**src/ldpi_consts.vh**
```
// Constants for the laser driver pixel input port: offsets, fields, reset values, sizes.
// Assumes inclusion by bare name from the design files under src/.
// What this block does
// RULE1 - Capture and channel enables work only while the chip-enable pin is high.
// RULE2 - Power-saving request held high forces low-power mode until released.
// RULE3 - Pixel word bus is 15 lines carrying RGB amplitude data to channels.
// RULE4 - A new word is captured on every rising and every falling pixel clock edge.
// RULE5 - Three selectable formats using 15-bit or 10-bit pixel words.
// RULE6 - Lines 2, 4, 6 and 10 change role per control register 0x08 bits 2-0.
// RULE7 - Line 10 acts as frame sync only in format 2, ignored otherwise.
// RULE8 - Format 3 only: lines 2, 4, 6 gate channels 3, 2, 1.
// RULE9 - Input logic level chosen by bits 7-6 of 0x08, default 1.8V.
// RULE10 - Each channel's amplitude is latched from the bus on both clock edges.
// RULE11 - Outside format 3 shared lines are data; channels follow register enables only.
`ifndef LDPI_CONSTS_VH
`define LDPI_CONSTS_VH

`define LDPI_REG_CTRL 8'h08
`define LDPI_REG_STAT 8'h0C
`define LDPI_CTRL_RESET 8'h01
`define LDPI_FMT_MSB 2
`define LDPI_FMT_LSB 0
`define LDPI_EN_MSB 5
`define LDPI_EN_LSB 3
`define LDPI_LVL_MSB 7
`define LDPI_LVL_LSB 6
`define LDPI_LVL_1V8 2'h0
`define LDPI_FMT_WIDE 3'h1
`define LDPI_FMT_SYNC 3'h2
`define LDPI_FMT_GATE 3'h3
`define LDPI_BUS_W 15
`define LDPI_CH_W 10
`define LDPI_PIX_W 30
`define LDPI_FIFO_DEPTH 16
`define LDPI_FIFO_AW 4
`define LDPI_SYNC_LINE 10
`define LDPI_GATE1_LINE 6
`define LDPI_GATE2_LINE 4
`define LDPI_GATE3_LINE 2
`define LDPI_STAT_OVF 0
`define LDPI_STAT_POWER_SAVING_REQUEST 1
`define LDPI_STAT_ACT 2
`define LDPI_STAT_SYNC 3

`endif

```
**src/ldpi_sync2.v**
```verilog
// Two-flop synchroniser for a group of asynchronous levels.
// Assumes the sampled inputs come from pins outside the CLK domain.
`timescale 1ns/1ps
module ldpi_sync2 #(
   parameter WIDTH = 1
) (
   input wire clk,
   input wire rst_b,
   input wire [WIDTH-1:0] din,
   output reg [WIDTH-1:0] dout
);
   reg [WIDTH-1:0] meta;

   always @(posedge clk or negedge rst_b) begin
      if (!rst_b) begin
         meta <= {WIDTH{1'b0}};
         dout <= {WIDTH{1'b0}};
      end else begin
         meta <= din;
         dout <= meta;
      end
   end
endmodule

```
**src/ldpi_fifo.v**
```verilog
// Synchronous FIFO with valid/ready on both sides.
// Assumes one clock and a synchronous-released active-low reset.
`timescale 1ns/1ps
module ldpi_fifo #(
   parameter WIDTH = 30,
   parameter DEPTH = 16,
   parameter AW = 4
) (
   input wire clk,
   input wire rst_b,
   input wire in_valid,
   output wire in_ready,
   input wire [WIDTH-1:0] in_data,
   output wire out_valid,
   input wire out_ready,
   output wire [WIDTH-1:0] out_data,
   output reg [AW:0] count
);
   reg [WIDTH-1:0] mem [0:DEPTH-1];
   reg [AW-1:0] wr_ptr;
   reg [AW-1:0] rd_ptr;
   wire push;
   wire pop;

   assign in_ready = (count != DEPTH[AW:0]);
   assign out_valid = (count != {(AW+1){1'b0}});
   assign push = in_valid && in_ready;
   assign pop = out_valid && out_ready;
   assign out_data = mem[rd_ptr];

   always @(posedge clk) begin
      if (push) begin
         mem[wr_ptr] <= in_data;
      end
   end

   always @(posedge clk or negedge rst_b) begin
      if (!rst_b) begin
         wr_ptr <= {AW{1'b0}};
         rd_ptr <= {AW{1'b0}};
         count <= {(AW+1){1'b0}};
      end else begin
         if (push) begin
            wr_ptr <= wr_ptr + 1'b1;
         end
         if (pop) begin
            rd_ptr <= rd_ptr + 1'b1;
         end
         if (push && !pop) begin
            count <= count + 1'b1;
         end else if (pop && !push) begin
            count <= count - 1'b1;
         end
      end
   end
endmodule

```
**src/ldpi_port.v**
```verilog
// Pixel input port of a three-channel laser driver: pin sampling, DDR word capture,
// format decoding, channel gating and the control/status registers.
// Assumes the pixel clock is far slower than CLK (at least three CLK cycles per half period)
// and that data lines are stable around each pixel clock edge.
`timescale 1ns/1ps
`include "ldpi_consts.vh"
module ldpi_port (
   input wire CLK,
   input wire RST_B,
   input wire CHIP_ENABLE,
   input wire POWER_SAVING_REQUEST,
   input wire PIXEL_CLOCK,
   input wire [`LDPI_BUS_W-1:0] PIXEL_WORD_LINES,
   input wire [7:0] ADDR,
   input wire [7:0] WDATA,
   input wire WR_STB,
   input wire RD_STB,
   output reg [7:0] RDATA,
   output wire PIX_VALID,
   input wire PIX_READY,
   output wire [`LDPI_PIX_W-1:0] PIX_DATA,
   output reg [2:0] CHANNEL_ENABLE,
   output reg LOW_POWER,
   output reg [1:0] IO_LEVEL_SEL
);
   reg rst_q1;
   reg rst_q2;
   wire rst_b;

   wire [`LDPI_BUS_W+2:0] pins_s;
   wire ce_s;
   wire power_saving_request_s;
   wire pclk_s;
   wire [`LDPI_BUS_W-1:0] word_s;
   reg pclk_q;
   wire pclk_edge;

   reg [7:0] pixel_bus_control;
   reg overflow;
   reg sync_seen;
   wire [2:0] fmt;
   wire [2:0] reg_en;
   wire active;
   wire ctrl_wr;
   wire stat_wr;
   wire drop;
   wire [7:0] status_word;
   wire [2:0] line_gate;

   reg [1:0] phase;
   reg half;
   reg [`LDPI_CH_W-1:0] ch1;
   reg [`LDPI_CH_W-1:0] ch2;
   reg [`LDPI_BUS_W-1:0] low_word;
   reg [2:0] gate;
   reg pix_push;
   reg [`LDPI_PIX_W-1:0] pix_word;
   wire fifo_in_ready;
   wire [`LDPI_FIFO_AW:0] fifo_count;

   reg [`LDPI_CH_W-1:0] narrow;
   reg next_push;
   reg [`LDPI_PIX_W-1:0] next_pix;
   reg [1:0] next_phase;
   reg next_half;
   reg [`LDPI_CH_W-1:0] next_ch1;
   reg [`LDPI_CH_W-1:0] next_ch2;
   reg [`LDPI_BUS_W-1:0] next_low;
   reg [2:0] next_gate;
   reg next_sync_seen;

   // Channel slot that the next 10-bit word fills in formats 2 and 3
   localparam PH_CH1 = 2'h0;
   localparam PH_CH2 = 2'h1;
   localparam PH_CH3 = 2'h2;

   // Reset released through two flops so every register leaves reset on the same edge
   always @(posedge CLK or negedge RST_B) begin
      if (!RST_B) begin
         rst_q1 <= 1'b0;
         rst_q2 <= 1'b0;
      end else begin
         rst_q1 <= 1'b1;
         rst_q2 <= rst_q1;
      end
   end
   assign rst_b = rst_q2;

   // Pins share one synchroniser so data and pixel clock keep the same latency
   ldpi_sync2 #(
      .WIDTH(`LDPI_BUS_W + 3)
   ) u_sync (
      .clk(CLK),
      .rst_b(rst_b),
      .din({CHIP_ENABLE, POWER_SAVING_REQUEST, PIXEL_CLOCK, PIXEL_WORD_LINES}),
      .dout(pins_s)
   );
   assign ce_s = pins_s[`LDPI_BUS_W+2];
   assign power_saving_request_s = pins_s[`LDPI_BUS_W+1];
   assign pclk_s = pins_s[`LDPI_BUS_W];
   assign word_s = pins_s[`LDPI_BUS_W-1:0];
   assign line_gate = {word_s[`LDPI_GATE3_LINE], word_s[`LDPI_GATE2_LINE],
                       word_s[`LDPI_GATE1_LINE]};

   // Edge detector starts at the idle low level of the pixel clock: no false edge after reset
   always @(posedge CLK or negedge rst_b) begin
      if (!rst_b) begin
         pclk_q <= 1'b0;
      end else begin
         pclk_q <= pclk_s;
      end
   end
   assign pclk_edge = pclk_s ^ pclk_q; // RULE4

   assign fmt = pixel_bus_control[`LDPI_FMT_MSB:`LDPI_FMT_LSB]; // RULE6
   assign reg_en = pixel_bus_control[`LDPI_EN_MSB:`LDPI_EN_LSB];
   assign active = ce_s && !power_saving_request_s; // RULE1 RULE2

   // In format 3 lines 6, 4 and 2 are gates, so the channel word skips them, line 10 and line 0
   always @* begin
      if (fmt == `LDPI_FMT_GATE) begin
         narrow = {word_s[14:11], word_s[9:7], word_s[5], word_s[3], word_s[1]};
      end else begin
         narrow = word_s[`LDPI_CH_W-1:0];
      end
   end

   // Capture path; the link cannot be stalled, so a full FIFO drops the pixel
   // and records it in the sticky overflow flag
   always @* begin
      next_push = 1'b0;
      next_pix = pix_word;
      next_phase = phase;
      next_half = half;
      next_ch1 = ch1;
      next_ch2 = ch2;
      next_low = low_word;
      next_gate = gate;
      next_sync_seen = 1'b0;
      if (!active) begin
         next_phase = PH_CH1;
         next_half = 1'b0;
      end else if (pclk_edge) begin // RULE10
         case (fmt)
            `LDPI_FMT_WIDE: begin // RULE5
               if (pclk_s) begin
                  next_low = word_s; // RULE3
                  next_half = 1'b1;
               end else if (half) begin
                  next_pix = {word_s, low_word};
                  next_push = 1'b1;
                  next_half = 1'b0;
               end
            end
            `LDPI_FMT_SYNC, `LDPI_FMT_GATE: begin // RULE5
               // In format 2 a word with the sync line high always opens a new pixel as channel 1
               if (fmt == `LDPI_FMT_SYNC && word_s[`LDPI_SYNC_LINE]) begin // RULE7
                  next_sync_seen = 1'b1;
                  next_ch1 = narrow;
                  next_phase = PH_CH2;
               end else begin
                  case (phase)
                     PH_CH1: begin
                        next_ch1 = narrow;
                        next_phase = PH_CH2;
                     end
                     PH_CH2: begin
                        next_ch2 = narrow;
                        next_phase = PH_CH3;
                     end
                     default: begin
                        next_pix = {narrow, ch2, ch1};
                        next_push = 1'b1;
                        next_phase = PH_CH1;
                     end
                  endcase
               end
               if (fmt == `LDPI_FMT_GATE) begin // RULE8
                  next_gate = line_gate;
               end
            end
            default: begin
               next_phase = PH_CH1;
               next_half = 1'b0;
            end
         endcase
      end
   end

   always @(posedge CLK or negedge rst_b) begin
      if (!rst_b) begin
         phase <= PH_CH1;
         half <= 1'b0;
         ch1 <= {`LDPI_CH_W{1'b0}};
         ch2 <= {`LDPI_CH_W{1'b0}};
         low_word <= {`LDPI_BUS_W{1'b0}};
         gate <= 3'h0;
         pix_push <= 1'b0;
         pix_word <= {`LDPI_PIX_W{1'b0}};
      end else begin
         phase <= next_phase;
         half <= next_half;
         ch1 <= next_ch1;
         ch2 <= next_ch2;
         low_word <= next_low;
         gate <= next_gate;
         pix_push <= next_push;
         pix_word <= next_pix;
      end
   end

   // Sixteen words absorb sink stalls, since the link itself cannot be held off
   ldpi_fifo #(
      .WIDTH(`LDPI_PIX_W),
      .DEPTH(`LDPI_FIFO_DEPTH),
      .AW(`LDPI_FIFO_AW)
   ) u_fifo (
      .clk(CLK),
      .rst_b(rst_b),
      .in_valid(pix_push),
      .in_ready(fifo_in_ready),
      .in_data(pix_word),
      .out_valid(PIX_VALID),
      .out_ready(PIX_READY),
      .out_data(PIX_DATA),
      .count(fifo_count)
   );

   // Channel gating and power outputs
   always @(posedge CLK or negedge rst_b) begin
      if (!rst_b) begin
         CHANNEL_ENABLE <= 3'h0;
         LOW_POWER <= 1'b0;
         IO_LEVEL_SEL <= `LDPI_LVL_1V8;
      end else begin
         LOW_POWER <= power_saving_request_s; // RULE2
         IO_LEVEL_SEL <= pixel_bus_control[`LDPI_LVL_MSB:`LDPI_LVL_LSB]; // RULE9
         if (!active) begin
            CHANNEL_ENABLE <= 3'h0; // RULE1
         end else if (fmt == `LDPI_FMT_GATE) begin
            CHANNEL_ENABLE <= reg_en & gate; // RULE8
         end else begin
            CHANNEL_ENABLE <= reg_en; // RULE11
         end
      end
   end

   assign ctrl_wr = WR_STB && (ADDR == `LDPI_REG_CTRL);
   assign stat_wr = WR_STB && (ADDR == `LDPI_REG_STAT);
   assign drop = pix_push && !fifo_in_ready;
   // Only four count bits fit the status word, so a full FIFO reads as zero there
   assign status_word = {fifo_count[`LDPI_FIFO_AW-1:0], sync_seen, active, power_saving_request_s, overflow};

   always @(posedge CLK or negedge rst_b) begin
      if (!rst_b) begin
         pixel_bus_control <= `LDPI_CTRL_RESET; // RULE9
      end else if (ctrl_wr) begin
         pixel_bus_control <= WDATA; // RULE6
      end
   end

   // Sticky status bits clear by writing 1; an event in the same cycle wins over the clear
   always @(posedge CLK or negedge rst_b) begin
      if (!rst_b) begin
         overflow <= 1'b0;
         sync_seen <= 1'b0;
      end else begin
         if (drop) begin
            overflow <= 1'b1;
         end else if (stat_wr && WDATA[`LDPI_STAT_OVF]) begin
            overflow <= 1'b0;
         end
         if (next_sync_seen) begin
            sync_seen <= 1'b1;
         end else if (stat_wr && WDATA[`LDPI_STAT_SYNC]) begin
            sync_seen <= 1'b0;
         end
      end
   end

   // Read data stand for one cycle only and read zero otherwise
   always @(posedge CLK or negedge rst_b) begin
      if (!rst_b) begin
         RDATA <= 8'h00;
      end else if (RD_STB) begin
         case (ADDR)
            `LDPI_REG_CTRL: begin
               RDATA <= pixel_bus_control;
            end
            `LDPI_REG_STAT: begin
               RDATA <= status_word;
            end
            default: begin
               RDATA <= 8'h00;
            end
         endcase
      end else begin
         RDATA <= 8'h00;
      end
   end
endmodule

```
**config.mk**
```make
export PLATFORM = sky130hd
export DESIGN_NAME = ldpi_port
export DESIGN_NICKNAME = d
export VERILOG_FILES = /design/src/ldpi_sync2.v /design/src/ldpi_fifo.v /design/src/ldpi_port.v
export VERILOG_INCLUDE_DIRS = /design/src /design/src/src
export SDC_FILE = /design/constraint.sdc
export NUM_CORES = 1
export LEC_CHECK = 0
export BUFFER_PORTS_ARGS = -buffer_cell sky130_fd_sc_hd__clkbuf_2
export CELL_PAD_IN_SITES_DETAIL_PLACEMENT = 1
export CELL_PAD_IN_SITES_GLOBAL_PLACEMENT = 1
export CORE_UTILIZATION = 40
export DETAILED_ROUTE_END_ITERATION = 8
export MAX_ROUTING_LAYER = met4
export PLACE_DENSITY = 0.66
export SLEW_MARGIN = 15
export SYNTH_ARGS = -nofsm -noshare
export SYNTH_HDL_FRONTEND = slang
export SYNTH_SLANG_ARGS = --single-unit
```
**constraint.sdc**
```tcl
create_clock -name CLK -period 7.45 [get_ports CLK]
set_input_delay 0.745 -clock CLK [delete_from_list [all_inputs] [get_ports CLK]]
set_output_delay 0.745 -clock CLK [all_outputs]
set_load 0.1 [all_outputs]
```
==> results.toml <==
[worst_hold_path]
holdPathStages = 1
min-delay-start = "CHIP_ENABLE"
min_to = "u_sync.meta[17]"
hold_class = "input pin to flop"

[finish]
area_delta_synth_final_pct = 14.8
mostFrequentLayoutCells = "edfxtp_1 (480), mux2i_1 (156), dfrtp_1 (144)"
fin_util = 0.467
finish.net_count = 1494
drive_gt1_frac = 0.216
antenna_cells = 0
stdcell_count = 2267
final_common_cell = "edfxtp_1"

[worst_setup_path]
worstPathRequired_ps = 6700
critPathLaunch = "u_fifo.rd_ptr[0]"
r2r-start = "u_fifo.count[1]"
rr_worst_depth = 11
critPathKind = "flop to primary output"
rr_endpoint = "u_fifo.count[4]"
cp-end-kind = "primary output"
critical_path.max_fanout = 112
r2r_slack_ps = 4170
startpoint_type = "flop"
cp.arrival_ps = 3710

[timing]
final_hold_viol_count = 0
rsz0062_at_grt = "no"
setup_viol = 0
period_share = 0.598
tightest_slew_ps = 993
relSlewSlack = 0.338
setup_slack_ps = 3000
min_period_ps = 4450
finClkSkew_ps = 27.5
max_freq_mhz = 225
final.setup.tns_ps = 0
slew_violations = 0

[route]
drc_errors = 4
vias_per_cell = 5.60
drt_pass1_iterations = 7
drtAntennaViolNets = 0
wire_per_inst_um = 26.5
routed_wl_mm = 60.0
vias = 12699
drtIter0Drc = 1049

[pwr]
p_per_area_nw_per_um2 = 347
finalPower_mw = 9.59
power_leakage_nw = 11.4
p_int_mw = 6.31
seqPwrFrac = 0.406
ir_drop_uv = 269
comb_power_share = 0.255
switchingPower_mw = 3.27
p_sw_frac = 0.341
power_frac_clock = 0.339

[grt]
antenna_found_initial = 1
grt_pass1_vias = 13561
grt_overflow = 0
grt_pass1_wl_mm = 88.9
grt_usage = 0.207
grt_max_degree = 113

[placed_design]
numPortBuffers = 83
dpl.cell_count = 2154
hpwl_mm = 33.1
gp_congestion = 0.779
dp_slack_ps = 3630

[synth]
synth-seq-cells = 628
synth_cell_type_count = 44
ys_seq_area_frac = 0.752
netlist_instances = 1340
syn-num-nets = 1390
synth_area_um2 = 24100
synthFlopType = "edfxtp_1"
yosysWarnings = 0
synth_edf_count = 480
async_reset_ff_frac = 0.236
avgSynthCellArea_um2 = 18.0

[floorplan]
die-area_um2 = 61200
die_x_um = 247
initial_core_util = 0.406
die_y_um = 247
std_cell_rows = 89
core_um2 = 59200
io_pins = 84

[run_status]
violations = "design-rule violations"
outcome = "complete, but fails checks"

[clocking]
cts_made_buffers = 60
cts_tree = "built"
clkSinkCount = 628
clk_latency_ps = 630
cts.path.max_buffers = 3
cts_root_buf = "clkbuf_16"
htreeDepth = 2
clkTransAtPathRegs_ps = 60

[run]
cap_viol_max_count = 0
[registers in the layout, indices dropped and copies added (netlist names), 2 cells and up]
register and flops:
u_sync.dout 18, ch1 10, u_sync.meta 18, u_fifo.wr_ptr 4, IO_LEVEL_SEL 2, pix_word 30
u_fifo.count 5, ch2 10, phase 2, RDATA 8, u_fifo.rd_ptr 4, CHANNEL_ENABLE 3
u_fifo.mem 480, low_word 15, pixel_bus_control 8, gate 3
[layout make-up]
type                            count  area [um2]
Clock inverter                     35         443
Timing Repair Buffer              113         656
Tap cell                          773         967
Inverter                           11        41.3
Clock buffer                       77        1680
Sequential cell                   628       18100
Fill cell                        5601       31600
Multi-Input combinational cell    630        5720
[per-stage QoR]
| step | cell area [um2] | hold WS [ps] |
|---|---|---|
| after global placement | 25500 | 333 |
| after CTS | 27600 | 191 |
| after floorplan | 24100 | 331 |
| after detailed placement | 25500 | 336 |
| after global routing | 27600 | 195 |
| final | 27600 | 225 |
[worst max-delay path by stage]
stage | end | slack [ps] | cells after the start
after floorplan | CHANNEL_ENABLE[0] | 3020 | 0
after global placement | PIX_DATA[14] | 3720 | 6
after detailed placement | PIX_DATA[14] | 3630 | 6
after CTS | PIX_DATA[14] | 2940 | 6
after global routing | PIX_DATA[14] | 2750 | 6
final | PIX_DATA[14] | 3000 | 6
[Yosys cell counts, types with 2 or more instances]
cell | count | area [um2]
a21oi_1 | 58 | 290
a221oi_1 | 60 | 526
a22oi_1 | 38 | 285
and2_1 | 2 | 12.5
buf_1 | 2 | 7.51
buf_2 | 29 | 145
buf_4 | 2 | 15.0
clkbuf_1 | 37 | 139
dfrtp_1 | 147 | 3680
edfxtp_1 | 480 | 14400
ha_1 | 10 | 125
inv_1 | 11 | 41.3
mux2_1 | 3 | 33.8
mux2_2 | 29 | 327
mux2i_1 | 156 | 1560
mux4_2 | 60 | 1350
nand2_1 | 73 | 274
nand2b_1 | 7 | 43.8
nand3_1 | 6 | 30.0
nand4_1 | 2 | 12.5
nor2_1 | 25 | 93.8
nor2b_1 | 12 | 75.1
nor3_1 | 4 | 20.0
nor4_1 | 2 | 12.5
o211a_1 | 3 | 30.0
o21ai_0 | 55 | 275
xnor2_1 | 9 | 78.8
xor2_1 | 2 | 17.5
[metal layers]
metal  vias to the layer above  track usage  wire, um
met5                         -            -         0
met1                      6781        0.266     25700
met2                       315        0.343     30200
met3                        93       0.0307      2760
li1                       5510            -         -
met4                         0       0.0536      1340
[worst max-delay path: stages, from the launching register on]
cell,delay [ps]
dfrtp_4,750
buf_12,610
mux2i_1,280
a221oi_1,380
o21ai_0,160
nand2_1,200
clkbuf_2,490
[power groups by stage]
stage                     Sequential [mW]  Combinational (mW)  Clock (mW)
after floorplan                      3.90                1.95           0
after detailed placement             3.97                2.47           0
after CTS                            3.90                2.48        3.30
after global routing                 3.91                2.57        3.42
after global placement               3.97                2.44           0
final                                3.90                2.44        3.25
[logic make-up (layout without fill, tap and decap cells)]
family / after synthesis / after routing / synth area share
xor+xnor: 11 / 11 / 0.00400
simple gates: 139 / 139 / 0.0259
buf+inv: 82 / 236 / 0.0149
fa+ha+maj: 11 / 11 / 0.00603
compound gates: 220 / 220 / 0.0605
flops: 628 / 628 / 0.752
other cells: 1 / 1 / 0.000156
mux: 248 / 248 / 0.136
[timing repair]
action | in CTS | in global routing
endpoints found under the hold margin | 2 | 0
hold buffers | 1 | 0
resized for setup | 0 | 0
setup buffers | 0 | 0
(Power assumes the default switching activity.)
